<file path="config.mk">
export PLATFORM = sky130hd
export DESIGN_NAME = buck_global_slew_config_regs
export DESIGN_NICKNAME = d
export VERILOG_FILES = /design/src/hw/slew_cfg_pkg.sv /design/src/hw/buck_global_slew_config_regs.sv /design/src/hw/slew_code_decode.sv
export SDC_FILE = /design/constraint.sdc
export NUM_CORES = 1
export LEC_CHECK = 0
export ABC_AREA = 1
export BUFFER_PORTS_ARGS = -buffer_cell sky130_fd_sc_hd__buf_2
export CORE_MARGIN = 2
export CORE_UTILIZATION = 30
export CTS_BUF_LIST = sky130_fd_sc_hd__clkbuf_16
export DETAILED_ROUTE_END_ITERATION = 16
export PLACE_DENSITY = 0.5
export SETUP_SLACK_MARGIN = 0.1
export SLEW_MARGIN = 20
export SYNTH_ARGS = -nofsm -noshare
export SYNTH_HDL_FRONTEND = slang
export SYNTH_SLANG_ARGS = --single-unit
</file>
<file path="constraint.sdc">
create_clock -name clk_sys -period 1.7 [get_ports clk_sys]
set_clock_uncertainty 0.05 [all_clocks]
set_input_delay 0.34 -clock clk_sys [delete_from_list [all_inputs] [get_ports clk_sys]]
set_output_delay 0.34 -clock clk_sys [all_outputs]
set_load 0.02 [all_outputs]
</file>
<file path="src/hw/slew_cfg_pkg.sv">
// Package with register map, field layout and encodings of the global slew configuration block.
package slew_cfg_pkg;

  // ****************************************
  // Register map
  // ****************************************
  localparam logic [7:0] ADDR_STARTUP_SHUTDOWN = 8'h33;
  localparam logic [7:0] ADDR_RAMP             = 8'h34;
  localparam logic [7:0] ADDR_TRANSIENT        = 8'h35;
  localparam logic [7:0] ADDR_RESERVED_FIRST   = 8'h36;

  localparam logic [7:0] RESET_STARTUP_SHUTDOWN = 8'h24;
  localparam logic [7:0] RESET_RAMP             = 8'h24;
  localparam logic [7:0] RESET_TRANSIENT        = 8'h5f;

  // ****************************************
  // Field layout
  // ****************************************
  localparam int HIGH_FIELD_LSB  = 4;
  localparam int LOW_FIELD_LSB   = 0;
  localparam int FIELD_W         = 3;
  localparam int POS_BOOST_BIT   = 1;
  localparam int NEG_BOOST_BIT   = 0;

  // Bits of the slew registers that hold storage; bits 7 and 3 read zero.
  localparam logic [7:0] SLEW_REG_MASK = 8'h77;
  // Reserved bits of the transient register read their fixed reset pattern.
  localparam logic [7:0] TRANSIENT_RSVD_MASK  = 8'hfc;
  localparam logic [7:0] TRANSIENT_RSVD_VALUE = 8'h5c;

  // ****************************************
  // Slew rate encodings
  // ****************************************
  typedef enum logic [2:0] {
    RATE_1P25 = 3'h0,
    RATE_2P5  = 3'h1,
    RATE_5    = 3'h2,
    RATE_10   = 3'h3,
    RATE_20   = 3'h4,
    RATE_40   = 3'h5,
    RATE_60   = 3'h6
  } slew_rate_t;

  localparam logic [2:0] CODE_UNLISTED = 3'h7;

  // Register access carried as one bundle.
  typedef struct packed {
    logic       wr_en;
    logic       rd_en;
    logic [7:0] addr;
    logic [7:0] wdata;
  } reg_access_t;

  // Decoded settings delivered to the regulator.
  typedef struct packed {
    slew_rate_t shutdown_slew_select;
    slew_rate_t softstart_slew_select;
    slew_rate_t rampdown_slew_select;
    slew_rate_t rampup_slew_select;
    logic       positive_transient_boost_enable;
    logic       negative_transient_boost_enable;
  } slew_settings_t;

endpackage

</file>
<file path="src/hw/buck_global_slew_config_regs.sv">
// Global slew and transient response configuration registers of the buck regulator.
`timescale 1ns/1ps
module buck_global_slew_config_regs (
  input  wire logic                          clk_sys,
  input  wire logic                          rst_b,
  input  wire slew_cfg_pkg::reg_access_t     access,
  input  wire logic                          phase4_falling_slew_control,
  input  wire logic                          phase4_forced_pwm,
  output logic [7:0]                         rdata,
  output slew_cfg_pkg::slew_settings_t       settings,
  output logic                               rampdown_limit_heavy_load_only
);

  // ****************************************
  // Declarations
  // ****************************************
  // Reset values of the decoded slew settings follow the register reset values.
  localparam slew_cfg_pkg::slew_rate_t RESET_SHUTDOWN_RATE = slew_cfg_pkg::slew_rate_t'(
    slew_cfg_pkg::RESET_STARTUP_SHUTDOWN[slew_cfg_pkg::HIGH_FIELD_LSB +: slew_cfg_pkg::FIELD_W]);
  localparam slew_cfg_pkg::slew_rate_t RESET_SOFTSTART_RATE = slew_cfg_pkg::slew_rate_t'(
    slew_cfg_pkg::RESET_STARTUP_SHUTDOWN[slew_cfg_pkg::LOW_FIELD_LSB +: slew_cfg_pkg::FIELD_W]);
  localparam slew_cfg_pkg::slew_rate_t RESET_RAMPDOWN_RATE = slew_cfg_pkg::slew_rate_t'(
    slew_cfg_pkg::RESET_RAMP[slew_cfg_pkg::HIGH_FIELD_LSB +: slew_cfg_pkg::FIELD_W]);
  localparam slew_cfg_pkg::slew_rate_t RESET_RAMPUP_RATE = slew_cfg_pkg::slew_rate_t'(
    slew_cfg_pkg::RESET_RAMP[slew_cfg_pkg::LOW_FIELD_LSB +: slew_cfg_pkg::FIELD_W]);

  logic [7:0]               startup_shutdown_slew_config;
  logic [7:0]               ramp_slew_config;
  logic [1:0]               transient_response_config;
  logic [7:0]               next_startup_shutdown_slew_config;
  logic [7:0]               next_ramp_slew_config;
  logic [1:0]               next_transient_response_config;
  logic [7:0]               transient_readback;
  logic [7:0]               next_rdata;
  logic                     sel_startup_shutdown;
  logic                     sel_ramp;
  logic                     sel_transient;
  logic                     sel_reserved;
  logic                     hit_startup_shutdown;
  logic                     hit_ramp;
  logic                     hit_transient;
  logic [2:0]               shutdown_code;
  logic [2:0]               softstart_code;
  logic [2:0]               rampdown_code;
  logic [2:0]               rampup_code;
  slew_cfg_pkg::slew_rate_t next_shutdown_rate;
  slew_cfg_pkg::slew_rate_t next_softstart_rate;
  slew_cfg_pkg::slew_rate_t next_rampdown_rate;
  slew_cfg_pkg::slew_rate_t next_rampup_rate;
  slew_cfg_pkg::slew_rate_t shutdown_rate;
  slew_cfg_pkg::slew_rate_t softstart_rate;
  slew_cfg_pkg::slew_rate_t rampdown_rate;
  slew_cfg_pkg::slew_rate_t rampup_rate;

  // ****************************************
  // Address decode
  // ****************************************
  assign sel_startup_shutdown = (access.addr == slew_cfg_pkg::ADDR_STARTUP_SHUTDOWN);
  assign sel_ramp             = (access.addr == slew_cfg_pkg::ADDR_RAMP);
  assign sel_transient        = (access.addr == slew_cfg_pkg::ADDR_TRANSIENT);
  // Everything from the first reserved address upward holds no configuration.
  assign sel_reserved         = (access.addr >= slew_cfg_pkg::ADDR_RESERVED_FIRST);

  assign hit_startup_shutdown = access.wr_en && sel_startup_shutdown;
  assign hit_ramp             = access.wr_en && sel_ramp;
  assign hit_transient        = access.wr_en && sel_transient;

  // ****************************************
  // Next register values
  // ****************************************
  // Reserved bits of the slew registers are dropped, so they always read zero.
  assign next_startup_shutdown_slew_config =
    hit_startup_shutdown ? (access.wdata & slew_cfg_pkg::SLEW_REG_MASK) : startup_shutdown_slew_config;
  assign next_ramp_slew_config =
    hit_ramp ? (access.wdata & slew_cfg_pkg::SLEW_REG_MASK) : ramp_slew_config;
  // Only the two enables of the transient register hold storage.
  assign next_transient_response_config =
    hit_transient ? access.wdata[slew_cfg_pkg::POS_BOOST_BIT:slew_cfg_pkg::NEG_BOOST_BIT]
                  : transient_response_config;

  // ****************************************
  // Read data selection
  // ****************************************
  // The transient register reads its fixed reserved pattern around the two enables.
  assign transient_readback = (slew_cfg_pkg::TRANSIENT_RSVD_VALUE & slew_cfg_pkg::TRANSIENT_RSVD_MASK)
                            | {6'h00, transient_response_config};
  // Reserved addresses and unmapped ones read zero and ignore writes.
  assign next_rdata =
    sel_reserved         ? 8'h00 :
    sel_startup_shutdown ? startup_shutdown_slew_config :
    sel_ramp             ? ramp_slew_config :
    sel_transient        ? transient_readback :
    8'h00;

  // ****************************************
  // Registers
  // ****************************************
  always_ff @(posedge clk_sys or negedge rst_b) begin
    if (!rst_b) begin
      startup_shutdown_slew_config <= slew_cfg_pkg::RESET_STARTUP_SHUTDOWN;
    end else begin
      startup_shutdown_slew_config <= next_startup_shutdown_slew_config;
    end
  end

  always_ff @(posedge clk_sys or negedge rst_b) begin
    if (!rst_b) begin
      ramp_slew_config <= slew_cfg_pkg::RESET_RAMP;
    end else begin
      ramp_slew_config <= next_ramp_slew_config;
    end
  end

  always_ff @(posedge clk_sys or negedge rst_b) begin
    if (!rst_b) begin
      transient_response_config <= slew_cfg_pkg::RESET_TRANSIENT[1:0];
    end else begin
      transient_response_config <= next_transient_response_config;
    end
  end

  always_ff @(posedge clk_sys or negedge rst_b) begin
    if (!rst_b) begin
      rdata <= 8'h00;
    end else if (access.rd_en) begin
      rdata <= next_rdata;
    end
  end

  // ****************************************
  // Field decode
  // ****************************************
  assign shutdown_code  = next_startup_shutdown_slew_config[slew_cfg_pkg::HIGH_FIELD_LSB +: slew_cfg_pkg::FIELD_W];
  assign softstart_code = next_startup_shutdown_slew_config[slew_cfg_pkg::LOW_FIELD_LSB +: slew_cfg_pkg::FIELD_W];
  assign rampdown_code  = next_ramp_slew_config[slew_cfg_pkg::HIGH_FIELD_LSB +: slew_cfg_pkg::FIELD_W];
  assign rampup_code    = next_ramp_slew_config[slew_cfg_pkg::LOW_FIELD_LSB +: slew_cfg_pkg::FIELD_W];

  slew_code_decode u_shutdown (
    .code (shutdown_code),
    .rate (next_shutdown_rate)
  );

  slew_code_decode u_softstart (
    .code (softstart_code),
    .rate (next_softstart_rate)
  );

  slew_code_decode u_rampdown (
    .code (rampdown_code),
    .rate (next_rampdown_rate)
  );

  slew_code_decode u_rampup (
    .code (rampup_code),
    .rate (next_rampup_rate)
  );

  // ****************************************
  // Decoded setting registers
  // ****************************************
  // The decoded rates are held in flip-flops that load together with their register.
  always_ff @(posedge clk_sys or negedge rst_b) begin
    if (!rst_b) begin
      shutdown_rate <= RESET_SHUTDOWN_RATE;
    end else begin
      shutdown_rate <= next_shutdown_rate;
    end
  end

  always_ff @(posedge clk_sys or negedge rst_b) begin
    if (!rst_b) begin
      softstart_rate <= RESET_SOFTSTART_RATE;
    end else begin
      softstart_rate <= next_softstart_rate;
    end
  end

  always_ff @(posedge clk_sys or negedge rst_b) begin
    if (!rst_b) begin
      rampdown_rate <= RESET_RAMPDOWN_RATE;
    end else begin
      rampdown_rate <= next_rampdown_rate;
    end
  end

  always_ff @(posedge clk_sys or negedge rst_b) begin
    if (!rst_b) begin
      rampup_rate <= RESET_RAMPUP_RATE;
    end else begin
      rampup_rate <= next_rampup_rate;
    end
  end

  // ****************************************
  // Outputs
  // ****************************************
  assign settings = '{
    shutdown_slew_select:            shutdown_rate,
    softstart_slew_select:           softstart_rate,
    rampdown_slew_select:            rampdown_rate,
    rampup_slew_select:              rampup_rate,
    positive_transient_boost_enable: transient_response_config[slew_cfg_pkg::POS_BOOST_BIT],
    negative_transient_boost_enable: transient_response_config[slew_cfg_pkg::NEG_BOOST_BIT]
  };

  // ****************************************
  // Ramp-down load dependence
  // ****************************************
  // The ramp-down rate only binds under heavy load when the phase may skip.
  assign rampdown_limit_heavy_load_only = !phase4_falling_slew_control && !phase4_forced_pwm;

endmodule

</file>
<file path="src/hw/slew_code_decode.sv">
// Decoder from a three-bit slew code to a slew rate.
`timescale 1ns/1ps
module slew_code_decode (
  input  wire logic [2:0]               code,
  output slew_cfg_pkg::slew_rate_t      rate
);

  // ****************************************
  // Decode
  // ****************************************
  // The unlisted code runs at the fastest rate.
  assign rate = (code == slew_cfg_pkg::CODE_UNLISTED) ? slew_cfg_pkg::RATE_60
                                                      : slew_cfg_pkg::slew_rate_t'(code);

endmodule
</file>
==> results of run 1 <==
## how the worst min path moves through the flow
stage | startpoint | end | slack (ns) | depth (start not counted)
after floorplan | rst_b | ramp_slew_config[0]$_DFF_PN0_ | -0.006 | 0
after global placement | rst_b | startup_shutdown_slew_config[4]$_DFF_PN0_ | 0.37 | 1
after detailed placement | rst_b | startup_shutdown_slew_config[4]$_DFF_PN0_ | 0.37 | 1
after CTS | rst_b | rdata[2]$_DFFE_PN0P_ | 0.07 | 1
after global routing | rst_b | startup_shutdown_slew_config[1]$_DFF_PN0_ | 0.11 | 1
final | rst_b | rdata[2]$_DFFE_PN0P_ | 0.04 | 1
## power breakdown
group / internal (mW) / switching (mW) / leakage [nW] / total (mW)
Combinational: 0.0553 / 0.115 / 0.681 / 0.170
Clock: 0.534 / 0.299 / 0.0696 / 0.833
Sequential: 0.724 / 0.0126 / 0.336 / 0.737
Total: 1.31 / 0.426 / 1.09 / 1.74
## cell families after synthesis
group / synth area share
flip-flops: 0.488
AO/OA/AOI/OAI: 0.0631
AND/OR/NAND/NOR: 0.354
other: 0.00249
buffers and inverters: 0.0929
## layer usage
| metal | wire, um | vias to the layer above |
|---|---|---|
| met5 | 0 | - |
| met4 | 68 | 0 |
| met3 | 197 | 6 |
| met2 | 1490 | 30 |
| met1 | 1600 | 546 |
| li1 | - | 651 |
## per-stage QoR
step                      instances  power (mW)  hold WS (ns)  setup slack [ns]   util
after global placement          293       0.920         0.366             0.237  0.370
after floorplan                 189       0.850      -0.00559             0.488      -
after global routing            301        1.82         0.107             0.308  0.399
final                           301        1.74        0.0417             0.334  0.399
after CTS                       301        1.77        0.0671             0.318  0.399
after detailed placement        293       0.921         0.366             0.220  0.370
## cell type report
| cell class | count | area (sq um) | area share |
|---|---|---|---|
| timing repair buffer | 43 | 220 | 0.115 |
| sequential | 29 | 736 | 0.385 |
| multi-input combinational | 128 | 632 | 0.330 |
| clock inverter | 3 | 17.5 | 0.00916 |
| inverter | 26 | 97.6 | 0.0510 |
| tap | 67 | 83.8 | 0.0438 |
| clock buffer | 5 | 125 | 0.0654 |
## state kept, by name, indices dropped and copies added (netlist names)
| name | cells |
|---|---|
| transient_response_config | 2 |
| rampdown_rate | 2 |
| rdata | 7 |
| startup_shutdown_slew_config | 6 |
| rampup_rate | 3 |
| shutdown_rate | 2 |
| softstart_rate | 2 |
| ramp_slew_config | 5 |
## cell usage after synthesis
library cell / instances / area share
o21ai_1: 5 / 0.017
o21ai_0: 4 / 0.013
inv_2: 5 / 0.012
o21ai_2: 2 / 0.012
buf_2: 1 / 0.0033
nand3_1: 9 / 0.030
dfstp_2: 8 / 0.14
nor2_4: 3 / 0.022
nand3_4: 1 / 0.012
nor2_2: 3 / 0.012
a21oi_1: 3 / 0.010
nor2_8: 1 / 0.013
conb_1: 1 / 0.0025
nand2_4: 3 / 0.022
buf_4: 5 / 0.025
inv_1: 21 / 0.052
dfrtp_1: 21 / 0.35
nor2_1: 6 / 0.015
nand2_2: 9 / 0.037
nand2_1: 76 / 0.19
a21oi_2: 2 / 0.012
==> impl_metrics.xml, run 1 <==
<?xml version="1.0" encoding="UTF-8"?>
<metrics>
  <group name="global_route">
    <metric name="grtUsageMet3" unit="">0.0388</metric>
    <metric name="global_route.peak_usage_layer" unit="">met2</metric>
    <metric name="grt_first_pass_wirelength" unit="um">5500</metric>
    <metric name="grt-ovfl-total" unit="">0</metric>
    <metric name="antenna_violations_before_repair" unit="">0</metric>
    <metric name="globalRouteMet1Util" unit="">0.177</metric>
    <metric name="grt.met2_usage" unit="">0.206</metric>
    <metric name="number_of_global_route_vias_before_repair" unit="">1170</metric>
    <metric name="globalRouteTotalUtil" unit="">0.134</metric>
    <metric name="grt_max_degree" unit="">30</metric>
  </group>
  <group name="worst_setup_path">
    <metric name="crit_family" unit="">flip-flops</metric>
    <metric name="worst_path_largest_cell_delay" unit="ns">0.54</metric>
    <metric name="worst_path_max_delay_cell" unit="">dfstp_2</metric>
    <metric name="rr_endpoint" unit="">rdata[1]$_DFFE_PN0P_</metric>
    <metric name="timing.critical_path.depth" unit="">1</metric>
    <metric name="start_kind" unit="">flop</metric>
    <metric name="worst-r2r-cell-count" unit="">6</metric>
    <metric name="path_class" unit="">flop to primary output</metric>
    <metric name="timing.critical_path.from" unit="">rampup_rate[2]$_DFF_PN1_</metric>
    <metric name="cp-end-kind" unit="">primary output</metric>
    <metric name="worst-path-max-fanout" unit="">3</metric>
    <metric name="critical_path.reg2reg.startpoint" unit="">transient_response_config[1]$_DFFE_PN1P_</metric>
    <metric name="critPathBufInv" unit="">1</metric>
    <metric name="crit_path_end" unit="">settings[4]</metric>
    <metric name="crit_path_cell_trace" unit="">buf_2</metric>
    <metric name="critPathArrivalTime" unit="ns">0.98</metric>
    <metric name="rrSetupSlack" unit="ns">0.72</metric>
    <metric name="critPathRequiredTime" unit="ns">1.31</metric>
  </group>
  <group name="sta">
    <metric name="rsz0062_at_grt" unit="">no</metric>
    <metric name="fmax" unit="MHz">732</metric>
    <metric name="layout_min_cycle_time" unit="ns">1.37</metric>
    <metric name="maxSlewViolCount" unit="">0</metric>
    <metric name="number_of_setup_violations_in_the_final_report" unit="">0</metric>
    <metric name="relSlewSlack" unit="">0.568</metric>
    <metric name="period_share" unit="">0.803</metric>
    <metric name="hold_violations" unit="">0</metric>
    <metric name="tightest_slew" unit="ns">0.649</metric>
    <metric name="tns" unit="ns">0</metric>
  </group>
  <group name="cts">
    <metric name="tritoncts.num_buffers" unit="">5</metric>
    <metric name="cts-htree-levels" unit="">2</metric>
    <metric name="cts_root_buffer" unit="">clkbuf_16</metric>
    <metric name="cts_tree" unit="">yes</metric>
    <metric name="ctsResizeCount" unit="">0</metric>
    <metric name="ctsHoldBuffers" unit="">0</metric>
    <metric name="cts.path.max_buffers" unit="">2</metric>
    <metric name="post-cts-setup-buffer-count" unit="">0</metric>
    <metric name="cts_clock_pin_slew_for_the_worst_setup_and_hold_paths" unit="ns">0.05</metric>
    <metric name="clock_latency_on_the_worst_skew_pair" unit="ns">0.27</metric>
    <metric name="cts_sinks" unit="">29</metric>
  </group>
  <group name="placement">
    <metric name="detailedPlacementHpwl" unit="um">2600</metric>
    <metric name="place_area" unit="sq um">1770</metric>
    <metric name="io_buffer_count" unit="">41</metric>
    <metric name="finalWeightedCongestion" unit="">0.768</metric>
  </group>
  <group name="run_status">
    <metric name="outcome" unit="">finished, final reports clean</metric>
  </group>
  <group name="finish">
    <metric name="layout.cells.most_common_list" unit="">76 x nand2_1, 41 x buf_2, 21 x inv_1, 21 x dfrtp_1</metric>
    <metric name="mostFrequentLayoutCell" unit="">nand2_1</metric>
    <metric name="area_growth" unit="%">26.8</metric>
    <metric name="fillers" unit="">515</metric>
    <metric name="drive_above_1_share" unit="">0.376</metric>
    <metric name="postLayoutCellArea" unit="sq um">1910</metric>
    <metric name="antenna-diode-count" unit="">0</metric>
    <metric name="fin_nets" unit="">255</metric>
  </group>
  <group name="yosys">
    <metric name="yosys_register_bits" unit="">29</metric>
    <metric name="number_of_nets_in_the_synthesized_netlist" unit="">211</metric>
    <metric name="syn_inst" unit="">189</metric>
    <metric name="synth_cell_type_count" unit="">21</metric>
    <metric name="post_synth.cell_area_avg" unit="sq um">7.98</metric>
    <metric name="synth.cell_area" unit="sq um">1510</metric>
    <metric name="synth.yosys.seq_area_share" unit="">0.488</metric>
    <metric name="yosysWarnings" unit="">0</metric>
  </group>
  <group name="die">
    <metric name="starting_density_of_the_core" unit="">0.315</metric>
    <metric name="placement_rows" unit="">25</metric>
    <metric name="die_w" unit="um">74.9</metric>
    <metric name="placeable_area" unit="sq um">4790</metric>
    <metric name="dieArea" unit="sq um">5610</metric>
    <metric name="dieHeight" unit="um">74.9</metric>
    <metric name="ios" unit="">45</metric>
  </group>
  <group name="power">
    <metric name="vdd_ir_drop_max" unit="mV">0.531</metric>
    <metric name="pwr_density_cell" unit="nW/um^2">910</metric>
    <metric name="p_leak" unit="nW">1.09</metric>
  </group>
  <group name="detailed_routing">
    <metric name="first_pass_detailed_route_iteration_total" unit="">4</metric>
    <metric name="drt_drc_violations_left" unit="">0</metric>
    <metric name="drt-wirelength-per-cell" unit="um">11.2</metric>
    <metric name="vias" unit="">1233</metric>
    <metric name="antenna_violating_nets_post_route" unit="">0</metric>
    <metric name="routed_wl" unit="um">3360</metric>
    <metric name="detail_route.vias_per_cell" unit="">4.10</metric>
    <metric name="initialDrtViolationCount" unit="">36</metric>
  </group>
  <group name="run">
    <metric name="total_of_max_cap_violations" unit="">0</metric>
  </group>
  <group name="hold_path">
    <metric name="holdCritPathClass" unit="">input port to async pin</metric>
  </group>
</metrics>
(Power assumes the default switching activity.)
==> run 2, diff against run 1 <==
--- a/config.mk
+++ b/config.mk
@@ -11,7 +11,7 @@
 export CORE_UTILIZATION = 30
 export CTS_BUF_LIST = sky130_fd_sc_hd__clkbuf_16
 export DETAILED_ROUTE_END_ITERATION = 16
-export PLACE_DENSITY = 0.5
+export PLACE_DENSITY = 0.52
 export SETUP_SLACK_MARGIN = 0.1
 export SLEW_MARGIN = 20
 export SYNTH_ARGS = -nofsm -noshare
==> constraint.sdc (replaced) <==
create_clock -name clk_sys -period 1.2 [get_ports clk_sys]
set_clock_uncertainty 0.05 [all_clocks]
set_input_delay 0.24 -clock clk_sys [delete_from_list [all_inputs] [get_ports clk_sys]]
set_output_delay 0.24 -clock clk_sys [all_outputs]
set_load 0.02 [all_outputs]
==> run 2 against run 1 <==
The flow now finishes with violations (setup timing). Worst hold slack gained 0.11 ns. Sequential power grew 42%. Die area is the same. Non-clock buffer count grew 16. Final cell count grew 5.3%. Register-to-register slack lost 0.60 ns. Combinational power grew 93%. Cell area grew 20%. Critical path depth is the same. Highest routed layer unchanged.
==> impl_metrics.xml, run 2 (synthesized netlist as in run 1, its figures left out) <==
<?xml version="1.0" encoding="UTF-8"?>
<metrics>
  <group name="sta">
    <metric name="hold_violations" unit="">0</metric>
    <metric name="number_of_setup_violations_in_the_final_report" unit="">4</metric>
    <metric name="rsz0062_at_grt" unit="">yes</metric>
    <metric name="fmax" unit="MHz">826</metric>
    <metric name="layout_min_cycle_time" unit="ns">1.21</metric>
    <metric name="maxSlewViolCount" unit="">0</metric>
    <metric name="post-route-worst-setup-slack" unit="ns">-0.0101</metric>
    <metric name="hold_slack" unit="ns">0.153</metric>
    <metric name="period_share" unit="">1.01</metric>
  </group>
  <group name="worst_setup_path">
    <metric name="cp-end-kind" unit="">primary output</metric>
    <metric name="critPathArrivalTime" unit="ns">0.92</metric>
    <metric name="critPathBufInv" unit="">1</metric>
    <metric name="crit_family" unit="">flip-flops</metric>
    <metric name="critPathRequiredTime" unit="ns">0.91</metric>
    <metric name="rrSetupSlack" unit="ns">0.12</metric>
    <metric name="worst_path_max_delay_cell" unit="">dfstp_2</metric>
    <metric name="crit_path_cell_trace" unit="">buf_6</metric>
    <metric name="path_class" unit="">flop to primary output</metric>
    <metric name="worst-r2r-cell-count" unit="">7</metric>
    <metric name="worst-path-max-fanout" unit="">2</metric>
    <metric name="worst_path_largest_cell_delay" unit="ns">0.54</metric>
    <metric name="timing.critical_path.depth" unit="">1</metric>
    <metric name="start_kind" unit="">flop</metric>
  </group>
  <group name="finish">
    <metric name="area_growth" unit="%">52.0</metric>
    <metric name="top_regs" unit="">rdata: 7 flops, startup_shutdown_slew_config: 6 flops, ramp_slew_config: 5 flops</metric>
    <metric name="largest_register_ff_count" unit="">7</metric>
    <metric name="fin_nets" unit="">271</metric>
    <metric name="largest_register" unit="">rdata</metric>
    <metric name="mostFrequentLayoutCell" unit="">nand2_1</metric>
    <metric name="layout.cells.most_common_list" unit="">64 x nand2_1, 22 x buf_2, 21 x dfrtp_1</metric>
    <metric name="drive_above_1_share" unit="">0.500</metric>
    <metric name="fillers" unit="">468</metric>
    <metric name="antenna-diode-count" unit="">0</metric>
  </group>
  <group name="detailed_routing">
    <metric name="drt_drc_violations_left" unit="">0</metric>
    <metric name="detail_route.vias_per_cell" unit="">4.10</metric>
    <metric name="first_pass_detailed_route_iteration_total" unit="">4</metric>
    <metric name="vias" unit="">1300</metric>
    <metric name="routed_wl" unit="um">3550</metric>
    <metric name="initialDrtViolationCount" unit="">44</metric>
    <metric name="antenna_violating_nets_post_route" unit="">0</metric>
    <metric name="drt-wirelength-per-cell" unit="um">11.2</metric>
  </group>
  <group name="placement">
    <metric name="detailedPlacementHpwl" unit="um">2640</metric>
    <metric name="io_buffer_count" unit="">41</metric>
    <metric name="finalWeightedCongestion" unit="">0.772</metric>
    <metric name="dp_worst_setup_slack" unit="ns">-0.171</metric>
  </group>
  <group name="power">
    <metric name="pwr-share-seq" unit="">0.414</metric>
    <metric name="p_leak" unit="nW">1.22</metric>
    <metric name="power.share.switching" unit="">0.245</metric>
    <metric name="net-switching-power" unit="mW">0.620</metric>
    <metric name="post-layout-total-power" unit="mW">2.53</metric>
    <metric name="vdd_ir_drop_max" unit="mV">0.655</metric>
    <metric name="power_frac_clock" unit="">0.456</metric>
    <metric name="internal_power" unit="mW">1.91</metric>
    <metric name="pwr_density_cell" unit="nW/um^2">1100</metric>
    <metric name="comb_power_share" unit="">0.130</metric>
  </group>
  <group name="cts">
    <metric name="cts-htree-levels" unit="">2</metric>
    <metric name="tritoncts.num_buffers" unit="">5</metric>
    <metric name="cts_sinks" unit="">29</metric>
    <metric name="cts_tree" unit="">yes</metric>
    <metric name="cts.path.max_buffers" unit="">2</metric>
    <metric name="clock_latency_on_the_worst_skew_pair" unit="ns">0.27</metric>
    <metric name="cts_clock_pin_slew_for_the_worst_setup_and_hold_paths" unit="ns">0.05</metric>
    <metric name="cts_root_buffer" unit="">clkbuf_16</metric>
  </group>
  <group name="global_route">
    <metric name="grt-ovfl-total" unit="">0</metric>
    <metric name="grt_max_degree" unit="">17</metric>
    <metric name="globalRouteTotalUtil" unit="">0.131</metric>
    <metric name="number_of_global_route_vias_before_repair" unit="">1228</metric>
    <metric name="grt_first_pass_wirelength" unit="um">5370</metric>
    <metric name="antenna_violations_before_repair" unit="">0</metric>
  </group>
  <group name="die">
    <metric name="starting_density_of_the_core" unit="">0.315</metric>
    <metric name="dieArea" unit="sq um">5610</metric>
    <metric name="die_w" unit="um">74.9</metric>
    <metric name="ios" unit="">45</metric>
    <metric name="placement_rows" unit="">25</metric>
    <metric name="dieHeight" unit="um">74.9</metric>
    <metric name="placeable_area" unit="sq um">4790</metric>
  </group>
  <group name="hold_path">
    <metric name="worst_hold_path.num_cells" unit="">3</metric>
    <metric name="holdCritPathClass" unit="">input port to flop</metric>
  </group>
  <group name="run">
    <metric name="total_of_max_cap_violations" unit="">0</metric>
  </group>
  <group name="run_status">
    <metric name="outcome" unit="">finished with violations</metric>
    <metric name="violations" unit="">setup timing</metric>
  </group>
</metrics>
[run 2: area by class of cell]
type	count	area, sq um	share of cell area
Multi-Input combinational cell	128	761	0.332
Sequential cell	29	736	0.321
Timing Repair Buffer	59	470	0.205
Clock buffer	5	125	0.0546
Inverter	26	103	0.0448
Tap cell	67	83.8	0.0366
Clock inverter	3	12.5	0.00546
[run 2: routing by layer]
| layer | vias to the layer above | global-route usage | share of wire |
|---|---|---|---|
| met1 | 579 | 0.171 | 0.44 |
| met3 | 6 | 0.0402 | 0.051 |
| li1 | 685 | - | - |
| met4 | 0 | 0.0476 | 0.015 |
| met2 | 30 | 0.205 | 0.49 |
| met5 | - | 0 | 0 |
[run 2: through the flow]
| step | instances | utilization | setup TNS, ns | cell area [sq um] |
|---|---|---|---|---|
| floorplan | 189 | - | 0 | 1510 |
| global placement | 299 | 0.382 | -1.62 | 1830 |
| detailed placement | 299 | 0.382 | -1.71 | 1830 |
| CTS | 315 | 0.435 | -0.0651 | 2080 |
| global route | 317 | 0.479 | -0.143 | 2290 |
| finish | 317 | 0.479 | -0.0226 | 2290 |
[run 2: power by group through the flow]
stage                     Combinational (mW)  Sequential, mW  Clock (mW)
final                                  0.328            1.05        1.15
after global routing                   0.360            1.05        1.23
after CTS                              0.288            1.04        1.19
after detailed placement               0.255            1.06           0
after global placement                 0.253            1.06           0
after floorplan                        0.124            1.08           0
[run 2: repair_timing]
action                                  CTS  global route
endpoints found under the setup margin   10            29
resized for setup                        18            55
pin swaps                                 2            19
hold buffers                              1             0
endpoints found under the hold margin    11             0
setup buffers                             7             2
[run 2: worst paths after layout]
path / from / to
max in group asynchronous: rst_b / transient_response_config[0]$_DFFE_PN1P_
worst min register to register: rdata[4]$_DFFE_PN0P_ / rdata[4]$_DFFE_PN0P_
min in group asynchronous: rst_b / rdata[4]$_DFFE_PN0P_
worst min-delay path: access[1] / transient_response_config[1]$_DFFE_PN1P_
worst max register to register: transient_response_config[1]$_DFFE_PN1P_ / rdata[1]$_DFFE_PN0P_
worst max-delay path: startup_shutdown_slew_config[2]$_DFF_PN1_ / settings[10]
==> run 3, diff against run 2 <==
--- a/config.mk
+++ b/config.mk
@@ -11,6 +11,7 @@
 export CORE_UTILIZATION = 30
 export CTS_BUF_LIST = sky130_fd_sc_hd__clkbuf_16
 export DETAILED_ROUTE_END_ITERATION = 16
+export MAX_ROUTING_LAYER = met4
 export PLACE_DENSITY = 0.52
 export SETUP_SLACK_MARGIN = 0.1
 export SLEW_MARGIN = 20
==> constraint.sdc (replaced) <==
create_clock -name clk_sys -period 1.2 [get_ports clk_sys]
set_clock_uncertainty 0.05 [all_clocks]
set_input_delay 0.06 -clock clk_sys [delete_from_list [all_inputs] [get_ports clk_sys]]
set_output_delay 0.06 -clock clk_sys [all_outputs]
set_load 0.02 [all_outputs]
==> run 3 against run 2 <==
The flow now finishes without violations. Die area did not move. Count of clock-buffer cells in the layout did not move. Worst hold slack got worse by 0.15 ns.
==> impl_metrics.xml, run 3 (synthesized netlist as in run 1, its figures left out) <==
<?xml version="1.0" encoding="UTF-8"?>
<metrics>
  <group name="placement">
    <metric name="finalWeightedCongestion" unit="">0.771</metric>
    <metric name="detailedPlacementHpwl" unit="um">2640</metric>
    <metric name="place_area" unit="sq um">1800</metric>
    <metric name="io_buffer_count" unit="">41</metric>
  </group>
  <group name="sta">
    <metric name="hold_violations" unit="">0</metric>
    <metric name="layout_min_cycle_time" unit="ns">1.07</metric>
    <metric name="period_share" unit="">0.889</metric>
    <metric name="rsz0062_at_grt" unit="">yes</metric>
    <metric name="fmax" unit="MHz">938</metric>
    <metric name="number_of_setup_violations_in_the_final_report" unit="">0</metric>
    <metric name="maxSlewViolCount" unit="">0</metric>
  </group>
  <group name="finish">
    <metric name="antenna-diode-count" unit="">0</metric>
    <metric name="final_core_utilization" unit="">0.417</metric>
    <metric name="largest_register" unit="">rdata</metric>
    <metric name="largest_register_ff_count" unit="">7</metric>
    <metric name="drive_above_1_share" unit="">0.373</metric>
    <metric name="fin_nets" unit="">262</metric>
    <metric name="postLayoutCellArea" unit="sq um">2000</metric>
    <metric name="top_regs" unit="">rdata: 7 flops, startup_shutdown_slew_config: 6 flops, ramp_slew_config: 5 flops</metric>
    <metric name="mostFrequentLayoutCell" unit="">nand2_1</metric>
    <metric name="layout.cells.most_common_list" unit="">75 x nand2_1, 38 x buf_2, 22 x inv_1</metric>
    <metric name="area_growth" unit="%">32.4</metric>
    <metric name="fillers" unit="">500</metric>
  </group>
  <group name="worst_setup_path">
    <metric name="timing.critical_path.from" unit="">transient_response_config[1]$_DFFE_PN1P_</metric>
    <metric name="worst-path-max-fanout" unit="">3</metric>
    <metric name="crit_path_cell_trace" unit="">buf_2</metric>
    <metric name="crit_path_end" unit="">settings[1]</metric>
    <metric name="path_class" unit="">flop to primary output</metric>
    <metric name="worst_path_max_delay_cell" unit="">dfstp_2</metric>
    <metric name="worst_path_largest_cell_delay" unit="ns">0.53</metric>
    <metric name="rrSetupSlack" unit="ns">0.21</metric>
    <metric name="start_kind" unit="">flop</metric>
    <metric name="crit_family" unit="">flip-flops</metric>
    <metric name="critPathRequiredTime" unit="ns">1.09</metric>
    <metric name="critPathBufInv" unit="">1</metric>
    <metric name="worst-r2r-cell-count" unit="">6</metric>
    <metric name="timing.critical_path.depth" unit="">1</metric>
    <metric name="critPathArrivalTime" unit="ns">0.96</metric>
    <metric name="cp-end-kind" unit="">primary output</metric>
    <metric name="critical_path.reg2reg.startpoint" unit="">transient_response_config[0]$_DFFE_PN1P_</metric>
    <metric name="rr_endpoint" unit="">rdata[0]$_DFFE_PN0P_</metric>
  </group>
  <group name="detailed_routing">
    <metric name="initialDrtViolationCount" unit="">52</metric>
    <metric name="drt-wirelength-per-cell" unit="um">11.2</metric>
    <metric name="vias" unit="">1276</metric>
    <metric name="drt_drc_violations_left" unit="">0</metric>
    <metric name="antenna_violating_nets_post_route" unit="">0</metric>
    <metric name="routed_wl" unit="um">3440</metric>
    <metric name="first_pass_detailed_route_iteration_total" unit="">4</metric>
    <metric name="detail_route.vias_per_cell" unit="">4.14</metric>
  </group>
  <group name="die">
    <metric name="starting_density_of_the_core" unit="">0.315</metric>
    <metric name="dieHeight" unit="um">74.9</metric>
    <metric name="ios" unit="">45</metric>
    <metric name="placement_rows" unit="">25</metric>
    <metric name="dieArea" unit="sq um">5610</metric>
    <metric name="placeable_area" unit="sq um">4790</metric>
    <metric name="die_w" unit="um">74.9</metric>
  </group>
  <group name="run">
    <metric name="total_of_max_cap_violations" unit="">0</metric>
  </group>
  <group name="power">
    <metric name="p_leak" unit="nW">1.13</metric>
    <metric name="pwr_density_cell" unit="nW/um^2">1230</metric>
    <metric name="post-layout-total-power" unit="mW">2.46</metric>
    <metric name="vdd_ir_drop_max" unit="mV">0.767</metric>
  </group>
  <group name="cts">
    <metric name="clock_latency_on_the_worst_skew_pair" unit="ns">0.27</metric>
    <metric name="cts_tree" unit="">yes</metric>
    <metric name="cts_sinks" unit="">29</metric>
    <metric name="cts_root_buffer" unit="">clkbuf_16</metric>
    <metric name="tritoncts.num_buffers" unit="">5</metric>
    <metric name="cts-htree-levels" unit="">2</metric>
    <metric name="cts_clock_pin_slew_for_the_worst_setup_and_hold_paths" unit="ns">0.05</metric>
    <metric name="cts.path.max_buffers" unit="">2</metric>
    <metric name="post-cts-setup-buffer-count" unit="">0</metric>
  </group>
  <group name="global_route">
    <metric name="globalRouteTotalUtil" unit="">0.146</metric>
    <metric name="grt_max_degree" unit="">17</metric>
    <metric name="antenna_violations_before_repair" unit="">0</metric>
    <metric name="number_of_global_route_vias_before_repair" unit="">1206</metric>
    <metric name="grt-ovfl-total" unit="">0</metric>
    <metric name="grt_first_pass_wirelength" unit="um">5710</metric>
  </group>
  <group name="run_status">
    <metric name="outcome" unit="">finished, final reports clean</metric>
  </group>
  <group name="hold_path">
    <metric name="holdCritPathClass" unit="">input port to flop</metric>
    <metric name="worst_hold_path.num_cells" unit="">3</metric>
  </group>
</metrics>
run 3: cell count changes in the layout (fill, tap and decap cells not counted), moves of 3 or more:
cell and change:
buf_2 +16, buf_4 -12, buf_6 -16, dlygate4sd3_1 +4, inv_1 +3, nand2_1 +11, nand2_2 -6, nand2_4 -4
nor2_1 +3, nor2_4 -3, o21ai_1 +4
run 3: stage by stage:
stage	setup TNS (ns)	worst slack [ns]	cells	hold WS (ns)
5_1_grt	0	0.0947	308	0.0151
4_1_cts	0	0.105	308	0.00350
6_report	0	0.133	308	0.00149
3_3_place_gp	0	0.0335	295	-0.0608
2_1_floorplan	0	0.203	189	-0.286
3_5_place_dp	-0.000238	-0.000238	295	-0.0639
run 3: final cells by class:
cell class | instances | area [sq um] | area share
clock inverters | 3 | 13.8 | 0.00690
inverters | 26 | 97.6 | 0.0489
flip-flops and latches | 29 | 736 | 0.369
multi-input cells | 128 | 634 | 0.318
clock buffers | 5 | 125 | 0.0627
repair buffers | 50 | 305 | 0.153
well taps | 67 | 83.8 | 0.0420
run 3: worst min path at each step:
stage	startpoint	endpoint	slack (ns)
2_1_floorplan	rst_b	ramp_slew_config[0]$_DFF_PN0_	-0.29
3_3_place_gp	rst_b	rdata[6]$_DFFE_PN0P_	-0.06
6_report	access[4]	ramp_slew_config[4]$_DFF_PN0_	0.001
3_5_place_dp	rst_b	rdata[2]$_DFFE_PN0P_	-0.06
5_1_grt	access[4]	ramp_slew_config[4]$_DFF_PN0_	0.02
4_1_cts	access[4]	ramp_slew_config[4]$_DFF_PN0_	0.004
run 3: worst reg2reg max path: stages (launching register included):
cell     delay [ns]
dfstp_2        0.54
nand3_1        0.07
nand2_1        0.06
nand2_1        0.05
nand2_1        0.06
nand2_1        0.05
nand2_1        0.05
run 3: per-layer routing:
metal / up-vias / GRT usage / share of wire
met3: 7 / 0.0482 / 0.058
li1: 670 / - / -
met1: 567 / 0.186 / 0.48
met5: - / - / 0
met2: 32 / 0.212 / 0.45
met4: 0 / 0.0635 / 0.019
run 3: what timing repair did:
item                                    in CTS  in global routing
resized for setup                            0                  4
endpoints found under the hold margin       27                  0
hold buffers                                 5                  0
endpoints found under the setup margin       0                  5
run 3: power breakdown:
part | switching, mW | internal, mW | total [mW]
clock network | 0.404 | 0.749 | 1.15
logic | 0.165 | 0.0982 | 0.263
registers | 0.0177 | 1.03 | 1.04
